==> src/common/lgam_map.vh <==
// address map constants for the local to global translation block
`ifndef LGAM_MAP_VH
`define LGAM_MAP_VH

// ----------------------------------------------------------------------
// ahb register offsets (byte addresses of this block's slave, plus word indexes of the part id bytes)
// ----------------------------------------------------------------------
`define LGAM_PARTID_HI_IDX   8'h1a   // part_id_high_byte index
`define LGAM_PARTID_LO_IDX   8'h1b   // part_id_low_byte index
`define LGAM_PARTID_HI_OFS   10'h068 // byte address, four times index
`define LGAM_PARTID_LO_OFS   10'h06c // byte address, four times index
`define LGAM_PROGRAM_PAGE_SELECT_OFS       10'h000 // program_page_select register
`define LGAM_XLATE_IN_OFS    10'h004 // local address to translate
`define LGAM_XLATE_OUT_OFS   10'h008 // resulting global address
`define LGAM_VERSION_OFS     10'h00c // version identifier word
`define LGAM_CFG_OFS         10'h010 // ram variant select

// ----------------------------------------------------------------------
// reset values
// ----------------------------------------------------------------------
`define LGAM_PROGRAM_PAGE_SELECT_RST       8'h0f
`define LGAM_CFG_RST         1'b0

// ----------------------------------------------------------------------
// part id field positions
// ----------------------------------------------------------------------
`define LGAM_ID_MAJFAM_HI    15
`define LGAM_ID_MAJFAM_LO    12
`define LGAM_ID_MINFAM_HI    11
`define LGAM_ID_MINFAM_LO    6
`define LGAM_ID_MAJREV_HI    5
`define LGAM_ID_MAJREV_LO    4
`define LGAM_ID_MINREV_HI    3
`define LGAM_ID_MINREV_LO    0

// ----------------------------------------------------------------------
// local region bounds and global bases
// ----------------------------------------------------------------------
`define LGAM_DF_LO           16'h0400
`define LGAM_DF_HI           16'h13ff
`define LGAM_DF_GBASE        18'h04400
`define LGAM_RAM_LO          16'h1400
`define LGAM_RAM_HI          16'h27ff
`define LGAM_RAM_HI_4K       16'h2fff
`define LGAM_RAM_GBASE       18'h31400
`define LGAM_PF1_LO          16'h4000
`define LGAM_PF1_HI          16'h7fff
`define LGAM_PF1_GBASE       18'h34000
`define LGAM_WIN_LO          16'h8000
`define LGAM_WIN_HI          16'hbfff
`define LGAM_PF2_LO          16'hc000
`define LGAM_PF2_GBASE       18'h3c000
`define LGAM_PAGE_BITS       14

`endif

==> src/rtl/lgam_xlate.v <==
// combinational local to global address translator
`timescale 1ns/10ps

module lgam_xlate (
  input  wire [15:0] local_addr,   // 64k local address
  input  wire [7:0]  program_page_select,        // program_page_select value
  input  wire        ram_4k,       // high selects the 4k ram bound
  output reg  [17:0] global_addr,  // 256k global address
  output reg  [2:0]  region        // 0 default,1 dflash,2 ram,3 pf,4 window
);
`include "lgam_map.vh"

  wire [15:0] ram_hi;  // ram bound depends on variant
  assign ram_hi = ram_4k ? `LGAM_RAM_HI_4K : `LGAM_RAM_HI;

  // ----------------------------------------------------------------------
  // region decode
  // ----------------------------------------------------------------------
  always @* begin
    global_addr = {2'b11, local_addr}; // default translation
    region      = 3'h0;
    if (local_addr >= `LGAM_DF_LO && local_addr <= `LGAM_DF_HI) begin
      // dflash one to one
      global_addr = `LGAM_DF_GBASE + {2'b00, local_addr - `LGAM_DF_LO};
      region      = 3'h1;
    end else if (local_addr >= `LGAM_RAM_LO && local_addr <= ram_hi) begin
      // ram region
      global_addr = `LGAM_RAM_GBASE + {2'b00, local_addr - `LGAM_RAM_LO};
      region      = 3'h2;
    end else if (local_addr >= `LGAM_PF1_LO && local_addr <= `LGAM_PF1_HI) begin
      // unpaged flash low
      global_addr = `LGAM_PF1_GBASE + {2'b00, local_addr - `LGAM_PF1_LO};
      region      = 3'h3;
    end else if (local_addr >= `LGAM_WIN_LO && local_addr <= `LGAM_WIN_HI) begin
      // paged window, 16k per page
      global_addr = {program_page_select[3:0], local_addr[`LGAM_PAGE_BITS-1:0]};
      region      = 3'h4;
    end else if (local_addr >= `LGAM_PF2_LO) begin
      // unpaged flash high
      global_addr = `LGAM_PF2_GBASE + {2'b00, local_addr - `LGAM_PF2_LO};
      region      = 3'h3;
    end
  end

endmodule // lgam_xlate

==> src/rtl/lgam_partid.v <==
// read-only part identification assembly
`timescale 1ns/10ps

module lgam_partid #(
  parameter [3:0] MAJ_FAMILY = 4'h1,  // arbitrary value
  parameter [5:0] MIN_FAMILY = 6'h02, // arbitrary value
  parameter [1:0] MAJ_REV    = 2'h0,  // arbitrary value
  parameter [3:0] MIN_REV    = 4'h1   // arbitrary value
) (
  output wire [7:0] id_high,  // part_id_high_byte
  output wire [7:0] id_low    // part_id_low_byte
);
`include "lgam_map.vh"

  wire [15:0] part_id;  // packed identifier

  // four fields packed at fixed positions
  assign part_id[`LGAM_ID_MAJFAM_HI:`LGAM_ID_MAJFAM_LO] = MAJ_FAMILY;
  assign part_id[`LGAM_ID_MINFAM_HI:`LGAM_ID_MINFAM_LO] = MIN_FAMILY;
  assign part_id[`LGAM_ID_MAJREV_HI:`LGAM_ID_MAJREV_LO] = MAJ_REV;
  assign part_id[`LGAM_ID_MINREV_HI:`LGAM_ID_MINREV_LO] = MIN_REV;

  // fixed constant, nothing can write it
  assign id_high = part_id[15:8];
  assign id_low  = part_id[7:0];

endmodule // lgam_partid

==> src/rtl/lgam_top.v <==
// ahb-lite register slave and address map of the local to global block
`timescale 1ns/10ps

module lgam_top #(
  parameter [15:0] VERSION_ID = 16'h0000  // arbitrary value
) (
  input  wire        core_clk,    // bus clock
  input  wire        rst,         // synchronous reset, active high
  input  wire        hsel,        // slave select
  input  wire [31:0] haddr,       // byte address
  input  wire [1:0]  htrans,      // transfer type
  input  wire        hwrite,      // write when high
  input  wire [2:0]  hsize,       // transfer size
  input  wire        hready,      // bus ready
  input  wire [31:0] hwdata,      // write data
  output reg  [31:0] hrdata,      // read data, from flip-flop
  output wire        hreadyout,   // slave ready
  output wire        hresp,       // always okay
  input  wire [15:0] cpu_addr,    // local address from cpu or debug master
  output reg  [17:0] cpu_gaddr,   // registered global address
  output reg  [2:0]  cpu_region   // registered region code
);
`include "lgam_map.vh"

  // ----------------------------------------------------------------------
  // state
  // ----------------------------------------------------------------------
  reg  [7:0]  program_page_select_r;      // program_page_select
  reg         ram4k_r;      // ram variant select
  reg  [15:0] xin_r;        // software local address to translate
  reg         wr_pend_r;    // a write data phase is pending
  reg  [9:0]  wr_addr_r;    // its byte address
  wire [7:0]  id_high;      // part id high byte
  wire [7:0]  id_low;       // part id low byte
  wire [17:0] x_gaddr;      // software translation result
  wire [17:0] c_gaddr;      // cpu translation result
  wire [2:0]  c_region;     // cpu region
  wire        acc;          // valid address phase
  reg  [31:0] rd_nxt;       // read data next value

  assign hreadyout = 1'b1;  // zero wait states
  assign hresp     = 1'b0;  // always okay, unmapped gives no error
  assign acc       = hsel & htrans[1] & hready;

  // ----------------------------------------------------------------------
  // sub blocks
  // ----------------------------------------------------------------------
  lgam_partid u_partid (
    .id_high (id_high),
    .id_low  (id_low)
  );

  lgam_xlate u_xsw (
    .local_addr  (xin_r),
    .program_page_select       (program_page_select_r),
    .ram_4k      (ram4k_r),
    .global_addr (x_gaddr),
    .region      ()
  );

  lgam_xlate u_xcpu (
    .local_addr  (cpu_addr),
    .program_page_select       (program_page_select_r),
    .ram_4k      (ram4k_r),
    .global_addr (c_gaddr),
    .region      (c_region)
  );

  // ----------------------------------------------------------------------
  // cpu side translation register
  // ----------------------------------------------------------------------
  always @(posedge core_clk) begin
    if (rst) begin
      cpu_gaddr  <= 18'h00000;
      cpu_region <= 3'h0;
    end else begin
      cpu_gaddr  <= c_gaddr;
      cpu_region <= c_region;
    end
  end

  // ----------------------------------------------------------------------
  // read decode
  // ----------------------------------------------------------------------
  always @* begin
    rd_nxt = 32'h00000000;  // reserved reads zero
    case (haddr[9:0])
      `LGAM_PROGRAM_PAGE_SELECT_OFS:     rd_nxt = {24'h000000, program_page_select_r};
      `LGAM_XLATE_IN_OFS:  rd_nxt = {16'h0000, xin_r};
      `LGAM_XLATE_OUT_OFS: rd_nxt = {14'h0000, x_gaddr};
      `LGAM_VERSION_OFS:   rd_nxt = {16'h0000, VERSION_ID};
      `LGAM_CFG_OFS:       rd_nxt = {31'h00000000, ram4k_r};
      `LGAM_PARTID_HI_OFS: rd_nxt = {24'h000000, id_high};
      `LGAM_PARTID_LO_OFS: rd_nxt = {24'h000000, id_low};
      default:             rd_nxt = 32'h00000000;
    endcase
    if (|haddr[31:10]) begin
      rd_nxt = 32'h00000000;
    end
  end

  // ----------------------------------------------------------------------
  // address phase capture and read data
  // ----------------------------------------------------------------------
  always @(posedge core_clk) begin
    if (rst) begin
      wr_pend_r <= 1'b0;
      wr_addr_r <= 10'h000;
      hrdata    <= 32'h00000000;
    end else begin
      if (hready) begin
        wr_pend_r <= acc & hwrite & ~(|haddr[31:10]);
        wr_addr_r <= haddr[9:0];
      end
      if (acc & ~hwrite) begin
        hrdata <= rd_nxt;
      end
    end
  end

  // ----------------------------------------------------------------------
  // write data phase
  // ----------------------------------------------------------------------
  always @(posedge core_clk) begin
    if (rst) begin
      program_page_select_r <= `LGAM_PROGRAM_PAGE_SELECT_RST;
      ram4k_r <= `LGAM_CFG_RST;
      xin_r   <= 16'h0000;
    end else if (wr_pend_r) begin
      case (wr_addr_r)
        `LGAM_PROGRAM_PAGE_SELECT_OFS:    program_page_select_r <= hwdata[7:0];
        `LGAM_XLATE_IN_OFS: xin_r   <= hwdata[15:0];
        `LGAM_CFG_OFS:      ram4k_r <= hwdata[0];
        default: begin
          // part id, version and reserved writes are dropped
        end
      endcase
    end
  end

endmodule // lgam_top

==> config.mk <==
export PLATFORM = sky130hd
export DESIGN_NAME = lgam_top
export DESIGN_NICKNAME = d
export VERILOG_FILES = /design/src/rtl/lgam_xlate.v /design/src/rtl/lgam_partid.v /design/src/rtl/lgam_top.v
export VERILOG_INCLUDE_DIRS = /design/src /design/src/common
export SDC_FILE = /design/constraint.sdc
export NUM_CORES = 1
export LEC_CHECK = 0
export ABC_AREA = 0
export ABC_CLOCK_PERIOD_IN_PS = 5300
export BUFFER_PORTS_ARGS = -buffer_cell sky130_fd_sc_hd__clkbuf_2
export CAP_MARGIN = 5
export CORE_MARGIN = 10
export CORE_UTILIZATION = 58
export CTS_BUF_LIST = sky130_fd_sc_hd__clkbuf_8
export DETAILED_ROUTE_END_ITERATION = 16
export PLACE_DENSITY = 0.84
export SLEW_MARGIN = 20
export SYNTH_ARGS = -nofsm -noshare
export SYNTH_HDL_FRONTEND = slang
export SYNTH_SLANG_ARGS = --single-unit
==> constraint.sdc <==
create_clock -name core_clk -period 5.3 [get_ports core_clk]
set_input_delay 1.06 -clock core_clk [delete_from_list [all_inputs] [get_ports core_clk]]
set_output_delay 1.06 -clock core_clk [all_outputs]
set_load 0.02 [all_outputs]
# Word-level counts from Yosys, hierarchy flattened
# Cells that the tools add are included.
dict set report op_classes {
  add_sub_neg 16
  magnitude_cmp 18
  n_eq_ne 7
  n_mux 18
  bitwise 7
  n_reduce_logical 16
}
# cell n
set ops {}
lappend ops {{two-way mux 18 bit} 10}
lappend ops {{case mux 18 bit (6 select lines)} 1}
lappend ops {{adder 17 x 17 -> 18 bit, first input constant} 4}
lappend ops {{greater-or-equal comparator 16 bit, second input constant} 4}
lappend ops {{adder 15 x 17 -> 18 bit, first input constant} 2}
lappend ops {{adder 15 x 16 -> 17 bit, first input constant} 2}
lappend ops {{greater-or-equal comparator 16 x 11 -> 1 bit, second input constant} 2}
lappend ops {{greater-or-equal comparator 16 x 13 -> 1 bit, second input constant} 2}
lappend ops {{greater-or-equal comparator 16 x 15 -> 1 bit, second input constant} 2}
lappend ops {{less-or-equal comparator 16 x 13 -> 1 bit, second input constant} 2}
lappend ops {{less-or-equal comparator 16 x 15 -> 1 bit, second input constant} 2}
lappend ops {{less-or-equal comparator 16 bit} 2}
lappend ops {{less-or-equal comparator 16 bit, second input constant} 2}
lappend ops {{two-way mux 32 bit} 1}
lappend ops {{subtractor 16 x 11 -> 16 bit, second input constant} 2}
lappend ops {{subtractor 16 x 13 -> 16 bit, second input constant} 2}
lappend ops {{subtractor 16 x 15 -> 16 bit, second input constant} 2}
lappend ops {{subtractor 16 bit, second input constant} 2}
lappend ops {{OR reduction 22 bit} 1}
lappend ops {{== test 10 x 3 -> 1 bit, second input constant} 2}
lappend ops {{== test 10 x 5 -> 1 bit, second input constant} 2}
lappend ops {{== test 10 x 7 -> 1 bit, second input constant} 2}
lappend ops {{zero test 10 bit} 2}
lappend ops {{two-way mux 12 bit} 1}
lappend ops {{10 further kinds} 26}
dict set report totals {
  reg_bits 89
  in_bits 90
  output_inout_bits 55
  word_cells 92
}

# Logic depth before layout (Yosys ltp)
# Gate-level depths: netlist of run 1.
dict set report logic_depth {
  ltp_word 9
  depth_mapped 11
  depth_no_buf 9
}

# Cells and area by module
# From an unflattened synthesis of run 1, not the netlist that was laid out.
dict set report hier_totals {
  hier_cells 726
  hier_area_um2 5953.2
}
# mod instances cells_each area_each_um2 seq_area_each_um2
set by_module_without_submodules {}
lappend by_module_without_submodules {lgam_top 1 354 3463.3 1501.4}
lappend by_module_without_submodules {lgam_xlate 2 177 1181.1 0.0}
lappend by_module_without_submodules {lgam_partid 1 18 127.6 0.0}

# Least setup slack after synthesis of run 1
# Ideal clock, no wire load.
dict set report synth_path {
  path_kind {input port to flip-flop}
  startpoint {in cpu_addr[10]}
  endpoint {reg cpu_gaddr[13]}
  setup_time_ps 88
  arrival_ps 2966
  t_required_ps 5212
  path_slack_ps 2246
  stages 8
  n_path_buf 1
  cell_sequence {clkbuf_1 > inv_1 > ha_1 > or2_2 > or4_1 > a31oi_1 > a211oi_1 > nor4_2}
}
dict set report synth_via {
  elab_chain_len 7
  word_cells_on_any_way 26
  cone_classes {add/sub (8); order compare (9); mux (5); reduce/logical (4)}
}
# element line_no
set synth_lines {}
lappend synth_lines {{start, declared} lgam_top.v:19} ;# input wire [15:0] cpu_addr,
lappend synth_lines {{subtractor 16 bit (no source line)} -}
lappend synth_lines {{adder 15 x 17 -> 18 bit (no source line)} -}
lappend synth_lines {{two-way mux 18 bit} lgam_xlate.v:38} ;# end else if (local_addr >= `LGAM_PF2_LO) begin
lappend synth_lines {{two-way mux 18 bit} lgam_xlate.v:34} ;# end else if (local_addr >= `LGAM_WIN_LO && local_addr <= `LGAM_WIN_HI) begin
lappend synth_lines {{two-way mux 18 bit} lgam_xlate.v:30} ;# end else if (local_addr >= `LGAM_PF1_LO && local_addr <= `LGAM_PF1_HI) begin
lappend synth_lines {{two-way mux 18 bit} lgam_xlate.v:26} ;# end else if (local_addr >= `LGAM_RAM_LO && local_addr <= ram_hi) begin
lappend synth_lines {{two-way mux 18 bit (*)} lgam_xlate.v:22} ;# if (local_addr >= `LGAM_DF_LO && local_addr <= `LGAM_DF_HI) begin
lappend synth_lines {{end signal, assigned} lgam_top.v:77} ;# cpu_gaddr <= c_gaddr;
lappend synth_lines {{end, declared} lgam_top.v:20} ;# output reg [17:0] cpu_gaddr,
# Mark *: on every way between the ends. The rest lies on a longest branch, timed or not.
# A chain may end at the register's enable or synchronous reset.

# Worst setup path in the final report of run 1
dict set report layout_path {
  startpoint {in hready}
  endpoint {reg hrdata[15]}
}
dict set report layout_via {
  elab_chain_len 2
}
# element line_no
set layout_lines {}
lappend layout_lines {{start, declared} lgam_top.v:14} ;# input wire hready,
lappend layout_lines {{bitwise AND 1 bit} lgam_top.v:43} ;# assign acc = hsel & htrans[1] & hready;
lappend layout_lines {{bitwise AND 1 bit} lgam_top.v:115} ;# if (acc & ~hwrite) begin
lappend layout_lines {{end signal, assigned} lgam_top.v:116} ;# hrdata <= rd_nxt;
lappend layout_lines {{end, declared} lgam_top.v:16} ;# output reg [31:0] hrdata,
# Every way passes these cells.

==> results.md, run 1 <==
* Synth unique cells at 71
* # IOs at 145
* Slowest stage delay, CP at 0.75 ns
* Arr. time, crit path at 3.68 ns
* Hold buffer count at cts at 0
* Total grt overflow at 0
* CTS resizes at 0
* Mapped cell area at 4850 um2
* Worst slack at placement at 1.40 ns
* CTS tree: yes
* Cells along the critical path: clkbuf_2, nand4b_2, nor3_2, o21ai_2, a2111o_1, o21ai_1
* Die area at 12,400 um2
* Register-to-register setup slack at 2.00 ns
* Outcome: finished clean
* Post-detailed-route count of antenna-violating nets at 0
* Initial DRT Pass Iterations at 5
* DR iter-0 viols at 277
* Register bit total from synthesis at 75
* Largest buffer count on any clock path at 2
* First-pass GRT wire length at 22,300 um
* Number of synthesized flops with an enable pin at 0
* Routability congestion estimate from global placement at 0.905
* ANT cells at 0
* Commonest non-fill, non-tap cells in the layout: 108 x clkbuf_2, 87 x nor2_1, 75 x dfxtp_1, 38 x mux2i_1, 31 x nand2_1
* Min Clock Period, post-route at 3.39 ns
* Max_cap viols at 0
* CP Launch Type: input port
* Clock Latency Late Sink at 0.36 ns
* Wirelength per Cell at 17.2 um
* Crit share post-route at 0.641
* Final clock skew at 0.0120 ns
* Total track usage at 0.208
* Commonest non-fill, non-tap cell in the layout: clkbuf_2
* FP Rows at 33
* CP Class: input port to register
* Critical path origin: hready
* Setup slack after layout at 1.91 ns
* Share of post-route cells with drive strength above 1 at 0.212
* Final wirelength at 13,600 um
* # clock sinks at 75
* Port-buffer cells at 108
* Fmax at 295 MHz
* Sequential share of the synthesized area at 0.310
* Final hold vios at 0
* Post-CTS setup buffers at 0
* Core Footprint at 8180 um2
* Setup_tns at 0 ns
* CP Depth at 6
* Initial Util at 0.593
* Worst Path Max Fanout at 18
* Average size of a mapped cell at 8.15 um2
* Vias/cell at 5.94
* Final setup fails at 0
* Die Width at 111 um
* Relative max-transition margin at 0.317
* Final net count at 793
* Top delay family on crit path: simple AND/OR/NAND/NOR gates
* Antenna violations before repair at 0
* YS warnings at 0
* Cts bufs inserted at 9
* Root Driver: clkbuf_8
* Pwr/cell area at 225 nW/um2
* Max VDD drop at 158 uV
* Worst path slowest cell: nor3_2
* Hpwl dp at 10,300 um
* Primary FF master, synth: dfxtp_1
* Clock Pin Slew Worst Setup and Hold Paths at 0.08 ns
* H-tree depth at 3
* HP Class: register to register
* Max-slew violation count at 0
* Worst EP required at 5.59 ns
* Reg2reg end: hrdata[11]$_SDFFE_PP0P_
* Via count at 4,692
* Async S/R FF share, synth at 0
* Gate count after technology mapping at 595
* Vias in the first global route at 4,587
* # DRC at 0
* Worst slew pin tran at 1.02 ns
* Worst reg2reg startpoint: xin_r[11]$_SDFFE_PP0P_
* Pin count of the biggest net entering global routing at 47
* CP Buf/Inv Count at 1
* Crit. End Element: register
* Area growth syn-to-layout at 14.7%
* RSZ-0062 raised after global routing: no
* Crit path to: hrdata[15]$_SDFFE_PP0P_
* Reg2Reg Depth at 9
* Die span in y at 111 um
* Lkg Pwr at 2.41 nW
[synthesized netlist by cell type (10+ instances only)]
| cell | count | share of area |
|---|---|---|
| a21oi_1 | 25 | 0.026 |
| buf_4 | 17 | 0.026 |
| clkbuf_1 | 21 | 0.016 |
| dfxtp_1 | 75 | 0.31 |
| ha_1 | 23 | 0.059 |
| inv_1 | 16 | 0.012 |
| mux2i_1 | 38 | 0.078 |
| nand2_1 | 31 | 0.024 |
| nand3_1 | 10 | 0.010 |
| nand4_1 | 14 | 0.018 |
| nor2_1 | 87 | 0.067 |
| nor2b_1 | 27 | 0.035 |
| nor3_1 | 19 | 0.020 |
| nor4_1 | 11 | 0.014 |
| o21ai_0 | 18 | 0.019 |
| xnor2_1 | 13 | 0.023 |
[through the flow]
stage | power [W] | util | instances | cell area, um2 | hold slack, ns
floorplan | 0.000705 | - | 609 | 4900 | 0.440
global placement | 0.000752 | 0.652 | 774 | 5330 | 0.439
detailed placement | 0.000757 | 0.652 | 774 | 5330 | 0.452
CTS | 0.00125 | 0.680 | 790 | 5560 | 0.464
global route | 0.00130 | 0.680 | 790 | 5560 | 0.485
finish | 0.00125 | 0.680 | 790 | 5560 | 0.458
[layer usage]
layer | GRT usage | up-vias | share of wire
li1 | - | 2296 | -
met1 | 0.247 | 2169 | 0.42
met2 | 0.358 | 209 | 0.49
met3 | 0.0574 | 18 | 0.077
met4 | 0.0600 | 0 | 0.015
met5 | 0 | - | 0
[logic make-up after synthesis]
family / after synthesis / synth area share
adder cells (fa/ha/maj): 23 / 0.0594
XOR/XNOR: 15 / 0.0271
buffers and inverters: 68 / 0.0679
AO/OA/AOI/OAI: 127 / 0.187
flip-flops: 75 / 0.310
AND/OR/NAND/NOR: 245 / 0.265
multiplexers: 40 / 0.0831
other: 2 / 0.00155
[power breakdown]
| group | leakage (nW) | internal (W) | switching [W] |
|---|---|---|---|
| clock network | 0.114 | 0.000269 | 0.000235 |
| registers | 0.612 | 0.000578 | 0.00000587 |
| logic | 1.68 | 0.0000600 | 0.000103 |
| total | 2.41 | 0.000907 | 0.000344 |
[worst min path at each step]
stage	startpoint	endpoint	slack, ns	cells past startpoint
final	hrdata[17]$_SDFFE_PP0P_	hrdata[17]$_SDFFE_PP0P_	0.46	2
after global routing	hrdata[13]$_SDFFE_PP0P_	hrdata[13]$_SDFFE_PP0P_	0.48	2
after CTS	hrdata[17]$_SDFFE_PP0P_	hrdata[17]$_SDFFE_PP0P_	0.46	2
after detailed placement	hrdata[17]$_SDFFE_PP0P_	hrdata[17]$_SDFFE_PP0P_	0.45	2
after global placement	hrdata[17]$_SDFFE_PP0P_	hrdata[17]$_SDFFE_PP0P_	0.44	2
after floorplan	wr_pend_r$_SDFFE_PP0P_	wr_pend_r$_SDFFE_PP0P_	0.44	2
[area by class of cell]
cell class                      instances  area, um2
Sequential cell                        75       1500
Multi-Input combinational cell        466       3070
Timing Repair Buffer                  112        571
Clock buffer                            9        124
Fill cell                             708       2620
Tap cell                              105        131
Inverter                               16       60.1
Clock inverter                          7        100
[tightest hold or removal path: stages (launching register included)]
cell and delay, ns:
dfxtp_1 0.32, nand2_1 0.05, o21ai_1 0.05
[registers in the layout (all words and copies together) (netlist names)]
signal / cells
wr_addr_r: 10
program_page_select_r: 8
cpu_gaddr: 18
ram4k_r: 1
wr_pend_r: 1
hrdata: 18
cpu_region: 3
xin_r: 16
No activity file was read; power rests on OpenSTA's default activity.
==> run 2, diff against run 1 <==
--- a/config.mk
+++ b/config.mk
@@ -7,14 +7,14 @@
 export NUM_CORES = 1
 export LEC_CHECK = 0
 export ABC_AREA = 0
-export ABC_CLOCK_PERIOD_IN_PS = 5300
+export ABC_CLOCK_PERIOD_IN_PS = 2800
 export BUFFER_PORTS_ARGS = -buffer_cell sky130_fd_sc_hd__clkbuf_2
 export CAP_MARGIN = 5
 export CORE_MARGIN = 10
-export CORE_UTILIZATION = 58
+export CORE_UTILIZATION = 49
 export CTS_BUF_LIST = sky130_fd_sc_hd__clkbuf_8
 export DETAILED_ROUTE_END_ITERATION = 16
-export PLACE_DENSITY = 0.84
+export PLACE_DENSITY = 0.76
 export SLEW_MARGIN = 20
 export SYNTH_ARGS = -nofsm -noshare
 export SYNTH_HDL_FRONTEND = slang
==> constraint.sdc (replaced) <==
create_clock -name core_clk -period 2.8 [get_ports core_clk]
set_input_delay 0.56 -clock core_clk [delete_from_list [all_inputs] [get_ports core_clk]]
set_output_delay 0.56 -clock core_clk [all_outputs]
set_load 0.02 [all_outputs]
==> run 2 against run 1 <==
Against the previous run:
- non-clock buffer count increased by 27
- first-iteration DRC count decreased by 9.7%
- global-route usage decreased by 1.8 points
- wire length increased by 4.2%
- clock-buffer cell count unchanged
- die area increased by 15%
- flip-flop and latch count unchanged
- worst setup slack got worse by 1.5 ns
- largest cell class unchanged
- largest power group unchanged
==> results.md, run 2 (synthesis gave the netlist of run 1 again) <==
* H-tree depth at 3 (unchanged)
* Crit. End Element: register (unchanged)
* Hold buffer count at cts at 0 (unchanged)
* Largest buffer count on any clock path at 2 (unchanged)
* Wirelength per Cell at 16.8 um (was 17.2 um)
* Cts bufs inserted at 9 (unchanged)
* Cells along the critical path: inv_1, ha_1, nor2b_1, a22oi_1, o21ai_0, a31oi_1, buf_4, mux2i_1, nand2_1, a41o_1 (was clkbuf_2, nand4b_2, nor3_2, o21ai_2, a2111o_1, o21ai_1)
* FP Rows at 36 (was 33)
* Reg2Reg Depth at 10 (was 9)
* Post-detailed-route count of antenna-violating nets at 0 (unchanged)
* Post-CTS setup buffers at 0 (unchanged)
* Slowest stage delay, CP at 0.41 ns (was 0.75 ns)
* Finished Core Util at 0.598 (was 0.680)
* Design Power at 0.00238 W (was 0.00125 W)
* Worst EP required at 3.06 ns (was 5.59 ns)
* Max VDD drop at 302 uV (was 158 uV)
* Final wirelength at 14,200 um (was 13,600 um)
* Clock Pin Slew Worst Setup and Hold Paths at 0.09 ns (was 0.08 ns)
* Clock Latency Late Sink at 0.37 ns (was 0.36 ns)
* Arr. time, crit path at 2.66 ns (was 3.68 ns)
* Final hold vios at 0 (unchanged)
* Port-buffer cells at 108 (unchanged)
* Vias/cell at 5.76 (was 5.94)
* Register-to-register setup slack at 0.40 ns (was 2.00 ns)
* Final net count at 820 (was 793)
* Area growth syn-to-layout at 19.5% (was 14.7%)
* # IOs at 145 (unchanged)
* HP Class: input port to register (was register to register)
* CP Launch Type: register (was input port)
* Antenna violations before repair at 0 (unchanged)
* Hold Path Sink: xin_r[14]$_SDFFE_PP0P_ (was hrdata[17]$_SDFFE_PP0P_)
* Min Clock Period, post-route at 2.40 ns
* Vias in the first global route at 4,775 (was 4,587)
* Worst slew pin tran at 0.878 ns (was 1.02 ns)
* Share of post-route cells with drive strength above 1 at 0.240 (was 0.212)
* Worst slack at placement at 0.229 ns (was 1.40 ns)
* # clock sinks at 75 (unchanged)
* CP Class: register to register (was input port to register)
* Pwr/cell area at 411 nW/um2 (was 225 nW/um2)
* # DRC at 0 (unchanged)
* Initial DRT Pass Iterations at 5 (unchanged)
* Via count at 4,865 (was 4,692)
* Max_cap viols at 0 (unchanged)
* Pin count of the biggest net entering global routing at 43 (was 47)
* DR iter-0 viols at 250 (was 277)
* Hold Crit Depth at 3 (was 2)
* Relative max-transition margin at 0.415 (was 0.317)
* Die area at 14,300 um2 (was 12,400 um2)
* Total track usage at 0.190 (was 0.208)
* Setup_tns at 0 ns (unchanged)
* Fmax at 417 MHz
* Final setup fails at 0 (unchanged)
* Core Footprint at 9680 um2 (was 8180 um2)
* Hpwl dp at 10,900 um (was 10,300 um)
* Root Driver: clkbuf_8 (unchanged)
* ANT cells at 0 (unchanged)
* Die span in y at 119 um (was 111 um)
* Worst Path Max Fanout at 7 (was 18)
* RSZ-0062 raised after global routing: no (unchanged)
* Reg2reg end: hrdata[14]$_SDFFE_PP0P_ (was hrdata[11]$_SDFFE_PP0P_)
* Worst path slowest cell: a31oi_1 (was nor3_2)
* Total grt overflow at 0 (unchanged)
* Commonest non-fill, non-tap cells in the layout: 108 x clkbuf_2, 87 x nor2_1, 75 x dfxtp_1, 38 x mux2i_1 (was 108 x clkbuf_2, 87 x nor2_1, 75 x dfxtp_1, 38 x mux2i_1, 31 x nand2_1)
* Commonest non-fill, non-tap cell in the layout: clkbuf_2 (unchanged)
* Final clock skew at 0.00800 ns (was 0.0120 ns)
* Crit share post-route at 0.857
* Max-slew violation count at 0 (unchanged)
* First-pass GRT wire length at 23,000 um (was 22,300 um)
* Routability congestion estimate from global placement at 0.916 (was 0.905)
* CTS resizes at 0 (unchanged)
* Die Width at 119 um (was 111 um)
* Hold Startpoint: hwdata[14] (was hrdata[17]$_SDFFE_PP0P_)
* Worst reg2reg startpoint: xin_r[11]$_SDFFE_PP0P_ (unchanged)
* Outcome: finished clean (unchanged)
* Biggest regs: cpu_gaddr x18, hrdata x18, xin_r x16 (unchanged)
* Initial Util at 0.501 (was 0.593)
* Setup slack after layout at 0.401 ns (was 1.91 ns)
* Lkg Pwr at 2.53 nW (was 2.41 nW)
* CTS tree: yes (unchanged)
==> run 2: how the worst max path moves through the flow <==
stage / start / to / slack, ns / cells past startpoint
after global placement: cpu_addr[11] / cpu_gaddr[13]$_SDFF_PP0_ / 0.27 / 8
after global routing: xin_r[11]$_SDFFE_PP0P_ / hrdata[14]$_SDFFE_PP0P_ / 0.23 / 10
after detailed placement: cpu_addr[11] / cpu_gaddr[13]$_SDFF_PP0_ / 0.23 / 8
after CTS: xin_r[11]$_SDFFE_PP0P_ / hrdata[14]$_SDFFE_PP0P_ / 0.41 / 10
final: xin_r[11]$_SDFFE_PP0P_ / hrdata[14]$_SDFFE_PP0P_ / 0.40 / 10
after floorplan: cpu_addr[10] / cpu_gaddr[13]$_SDFF_PP0_ / 0.25 / 8
==> run 2: routing by layer <==
metal	vias to the layer above	GRT usage	part of all wire
met5	-	0	0
met4	0	0.0520	0.013
met3	21	0.0590	0.084
met2	190	0.324	0.48
met1	2296	0.227	0.42
li1	2358	-	-
==> run 2: worst max-delay path, delay by kind of cell, from the launching register on <==
family	cells	cell delay, ns
buffers and inverters	2	0.41
DFF	1	0.32
AOI/OAI and AO/OA	4	0.90
adders and majority gates	1	0.30
muxes	1	0.19
and+or+nand+nor	2	0.17
==> run 2: stage by stage <==
stage | cell area [um2] | std cells | hold slack, ns
after floorplan | 4900 | 609 | 0.440
after global placement | 5570 | 829 | 0.438
after detailed placement | 5570 | 829 | 0.457
after CTS | 5790 | 845 | 0.417
after global routing | 5790 | 845 | 0.429
final | 5790 | 845 | 0.420
==> run 2: cell type report <==
class / count / area (um2)
multi-input combinational: 466 / 3070
fill: 886 / 3890
clock buffer: 9 / 124
sequential: 75 / 1500
timing repair buffer: 139 / 773
inverter: 16 / 60.1
tap: 133 / 166
clock inverter: 7 / 98.8
==> run 2: report_power, final <==
| group | switching [W] | internal, W |
|---|---|---|
| Combinational | 0.000200 | 0.000124 |
| Clock | 0.000444 | 0.000508 |
| Sequential | 0.0000111 | 0.00109 |
| Total | 0.000655 | 0.00173 |
==> run 3, diff against run 2 <==
--- a/config.mk
+++ b/config.mk
@@ -15,6 +15,8 @@
 export CTS_BUF_LIST = sky130_fd_sc_hd__clkbuf_8
 export DETAILED_ROUTE_END_ITERATION = 16
 export PLACE_DENSITY = 0.76
+export RECOVER_POWER = 50
+export SKIP_LAST_GASP = 1
 export SLEW_MARGIN = 20
 export SYNTH_ARGS = -nofsm -noshare
 export SYNTH_HDL_FRONTEND = slang
==> run 3 against run 2 <==
Against the previous run:
- critical path depth unchanged
- the run now ends with max-capacitance violations, max-slew violations left
- clock power about the same
- largest cell class unchanged
- largest power group unchanged
- maximum frequency about the same
==> results.md, run 3 (synthesis gave the netlist of run 1 again) <==
* Outcome: finished with violations (was finished clean)
* Failing checks: max-capacitance violations, max-slew violations
* Min Clock Period, post-route at 2.40 ns (about the same)
* Hold Slack at 0.418 ns (was 0.420 ns)
* Pwr/cell area at 414 nW/um2 (was 411 nW/um2)
* Hold Startpoint: hwdata[14] (unchanged)
* Arr. time, crit path at 2.66 ns (about the same)
* Reg2Reg Depth at 10 (unchanged)
* Reg2reg end: hrdata[14]$_SDFFE_PP0P_ (unchanged)
* Crit share post-route at 0.856 (was 0.857)
* Worst reg2reg startpoint: xin_r[11]$_SDFFE_PP0P_ (unchanged)
* Hpwl dp at 10,900 um (unchanged)
* Cts bufs inserted at 9 (unchanged)
* Worst Path Max Fanout at 7 (unchanged)
* Final net count at 820 (unchanged)
* Initial DRT Pass Iterations at 5 (unchanged)
* Max_cap viols at 1 (was 0)
* CTS resizes at 0 (unchanged)
* Max VDD drop at 301 uV (was 302 uV)
* Largest buffer count on any clock path at 2 (unchanged)
* Die span in y at 119 um (unchanged)
* Wire length on met1 at 6090 um (was 6010 um)
* Hold Path Sink: xin_r[14]$_SDFFE_PP0P_ (unchanged)
* Filler cell count at 905 (was 886)
* CP Launch Type: register (unchanged)
* Vias in the first global route at 4,775 (unchanged)
* Fin cells at 845 (unchanged)
* CP Class: register to register (unchanged)
* Final clock skew at 0.00747 ns (was 0.00800 ns)
* RSZ-0062 raised after global routing: no (unchanged)
* Commonest non-fill, non-tap cells in the layout: 87 x nor2_1, 75 x dfxtp_1, 73 x clkbuf_2, 38 x mux2i_1, 36 x clkbuf_1 (was 108 x clkbuf_2, 87 x nor2_1, 75 x dfxtp_1, 38 x mux2i_1)
* Die Width at 119 um (unchanged)
* H-tree depth at 3 (unchanged)
* DR iter-0 viols at 247 (was 250)
* Register-to-register setup slack at 0.40 ns (about the same)
* Crit. End Element: register (unchanged)
* Antenna violations before repair at 0 (unchanged)
* Pin count of the biggest net entering global routing at 43 (unchanged)
* First-pass GRT wire length at 23,000 um (unchanged)
* Final wirelength at 14,200 um (about the same)
* Routability congestion estimate from global placement at 0.916 (unchanged)
* Slowest stage delay, CP at 0.41 ns (about the same)
* Met3 wire len at 1210 um (was 1190 um)
* Area growth syn-to-layout at 18.5% (was 19.5%)
* HP Class: input port to register (unchanged)
* Biggest regs: cpu_gaddr x18, hrdata x18, xin_r x16 (unchanged)
* ANT cells at 0 (unchanged)
* Wirelength per Cell at 16.9 um (was 16.8 um)
* Post-CTS setup buffers at 0 (unchanged)
* Final setup fails at 0 (unchanged)
* Lkg Pwr at 2.41 nW (was 2.53 nW)
* Hold buffer count at cts at 0 (unchanged)
* Max Used Layer: met4 (unchanged)
* Final hold vios at 0 (unchanged)
* Initial Util at 0.501 (unchanged)
* Die area at 14,300 um2 (unchanged)
* Inst Count DP at 829 (unchanged)
* Cells along the critical path: inv_1, ha_1, nor2b_1, a22oi_1, o21ai_0, a31oi_1, buf_4, mux2i_1, nand2_1, a41o_1 (unchanged)
* Total track usage at 0.190 (unchanged)
* FP Rows at 36 (unchanged)
* Clock Latency Late Sink at 0.37 ns (about the same)
* Fmax at 417 MHz (about the same)
* Vias/cell at 5.71 (was 5.76)
* Met2 wire len at 6790 um (about the same)
* # DRC at 0 (unchanged)
* # clock sinks at 75 (unchanged)
* Worst slew pin tran at 1.88 ns (was 0.878 ns)
* Setup_tns at 0 ns (unchanged)
* Total grt overflow at 0 (unchanged)
* Max-slew violation count at 43 (was 0)
* Hold Crit Depth at 3 (unchanged)
* Post-detailed-route count of antenna-violating nets at 0 (unchanged)
* CTS tree: yes (unchanged)
* Root Driver: clkbuf_8 (unchanged)
* Commonest non-fill, non-tap cell in the layout: nor2_1 (was clkbuf_2)
* Relative max-transition margin at -0.251 (was 0.415)
* Core Footprint at 9680 um2 (unchanged)
* # IOs at 145 (unchanged)
* Worst EP required at 3.06 ns (about the same)
* Clock Pin Slew Worst Setup and Hold Paths at 0.09 ns (about the same)
* Port-buffer cells at 108 (unchanged)
* Via count at 4,824 (was 4,865)
* Share of post-route cells with drive strength above 1 at 0.190 (was 0.240)
* Worst path slowest cell: a31oi_1 (unchanged)
==> run 3: worst max path at each step <==
stage | startpoint | endpoint | cells after the start
2_1_floorplan | cpu_addr[10] | cpu_gaddr[13]$_SDFF_PP0_ | 8
4_1_cts | xin_r[11]$_SDFFE_PP0P_ | hrdata[14]$_SDFFE_PP0P_ | 10
3_5_place_dp | cpu_addr[11] | cpu_gaddr[13]$_SDFF_PP0_ | 8
5_1_grt | xin_r[11]$_SDFFE_PP0P_ | hrdata[14]$_SDFFE_PP0P_ | 10
3_3_place_gp | cpu_addr[11] | cpu_gaddr[13]$_SDFF_PP0_ | 8
6_report | xin_r[11]$_SDFFE_PP0P_ | hrdata[14]$_SDFFE_PP0P_ | 10
==> run 3: metal layers <==
layer / vias to the layer above / track usage
li1: 2353 / -
met1: 2248 / 0.227
met2: 204 / 0.324
met3: 19 / 0.0590
met4: 0 / 0.0520
met5: - / 0
==> run 3: area by class of cell <==
class,instances,area (um2),share of cell area
multi-input cells,466,3070,0.534
clock buffers,9,124,0.0216
clock inverters,7,98.8,0.0172
well taps,133,166,0.0290
inverters,16,60.1,0.0105
repair buffers,139,726,0.126
flip-flops and latches,75,1500,0.261
==> run 3: worst max-delay path: cells and delay by family (launching register included) <==
family	cells	cell delay [ns]
AO/OA/AOI/OAI	4	0.90
buffers and inverters	2	0.41
flip-flops	1	0.32
adder cells (fa/ha/maj)	1	0.30
multiplexers	1	0.19
AND/OR/NAND/NOR	2	0.17
==> run 3: metrics by stage <==
stage	power [W]	instance area, um2	utilization	setup WS, ns
CTS	0.00239	5790	0.598	0.413
global route	0.00246	5750	0.593	0.234
detailed placement	0.00145	5570	0.575	0.229
finish	0.00238	5750	0.593	0.402
global placement	0.00144	5570	0.575	0.266
floorplan	0.00133	4900	-	0.246
==> run 3: where the power goes <==
group / internal [W] / total, W / leakage [nW] / switching, W
combinational: 0.000119 / 0.000319 / 1.69 / 0.000201
sequential: 0.00109 / 0.00111 / 0.612 / 0.0000110
clock: 0.000508 / 0.000954 / 0.110 / 0.000446
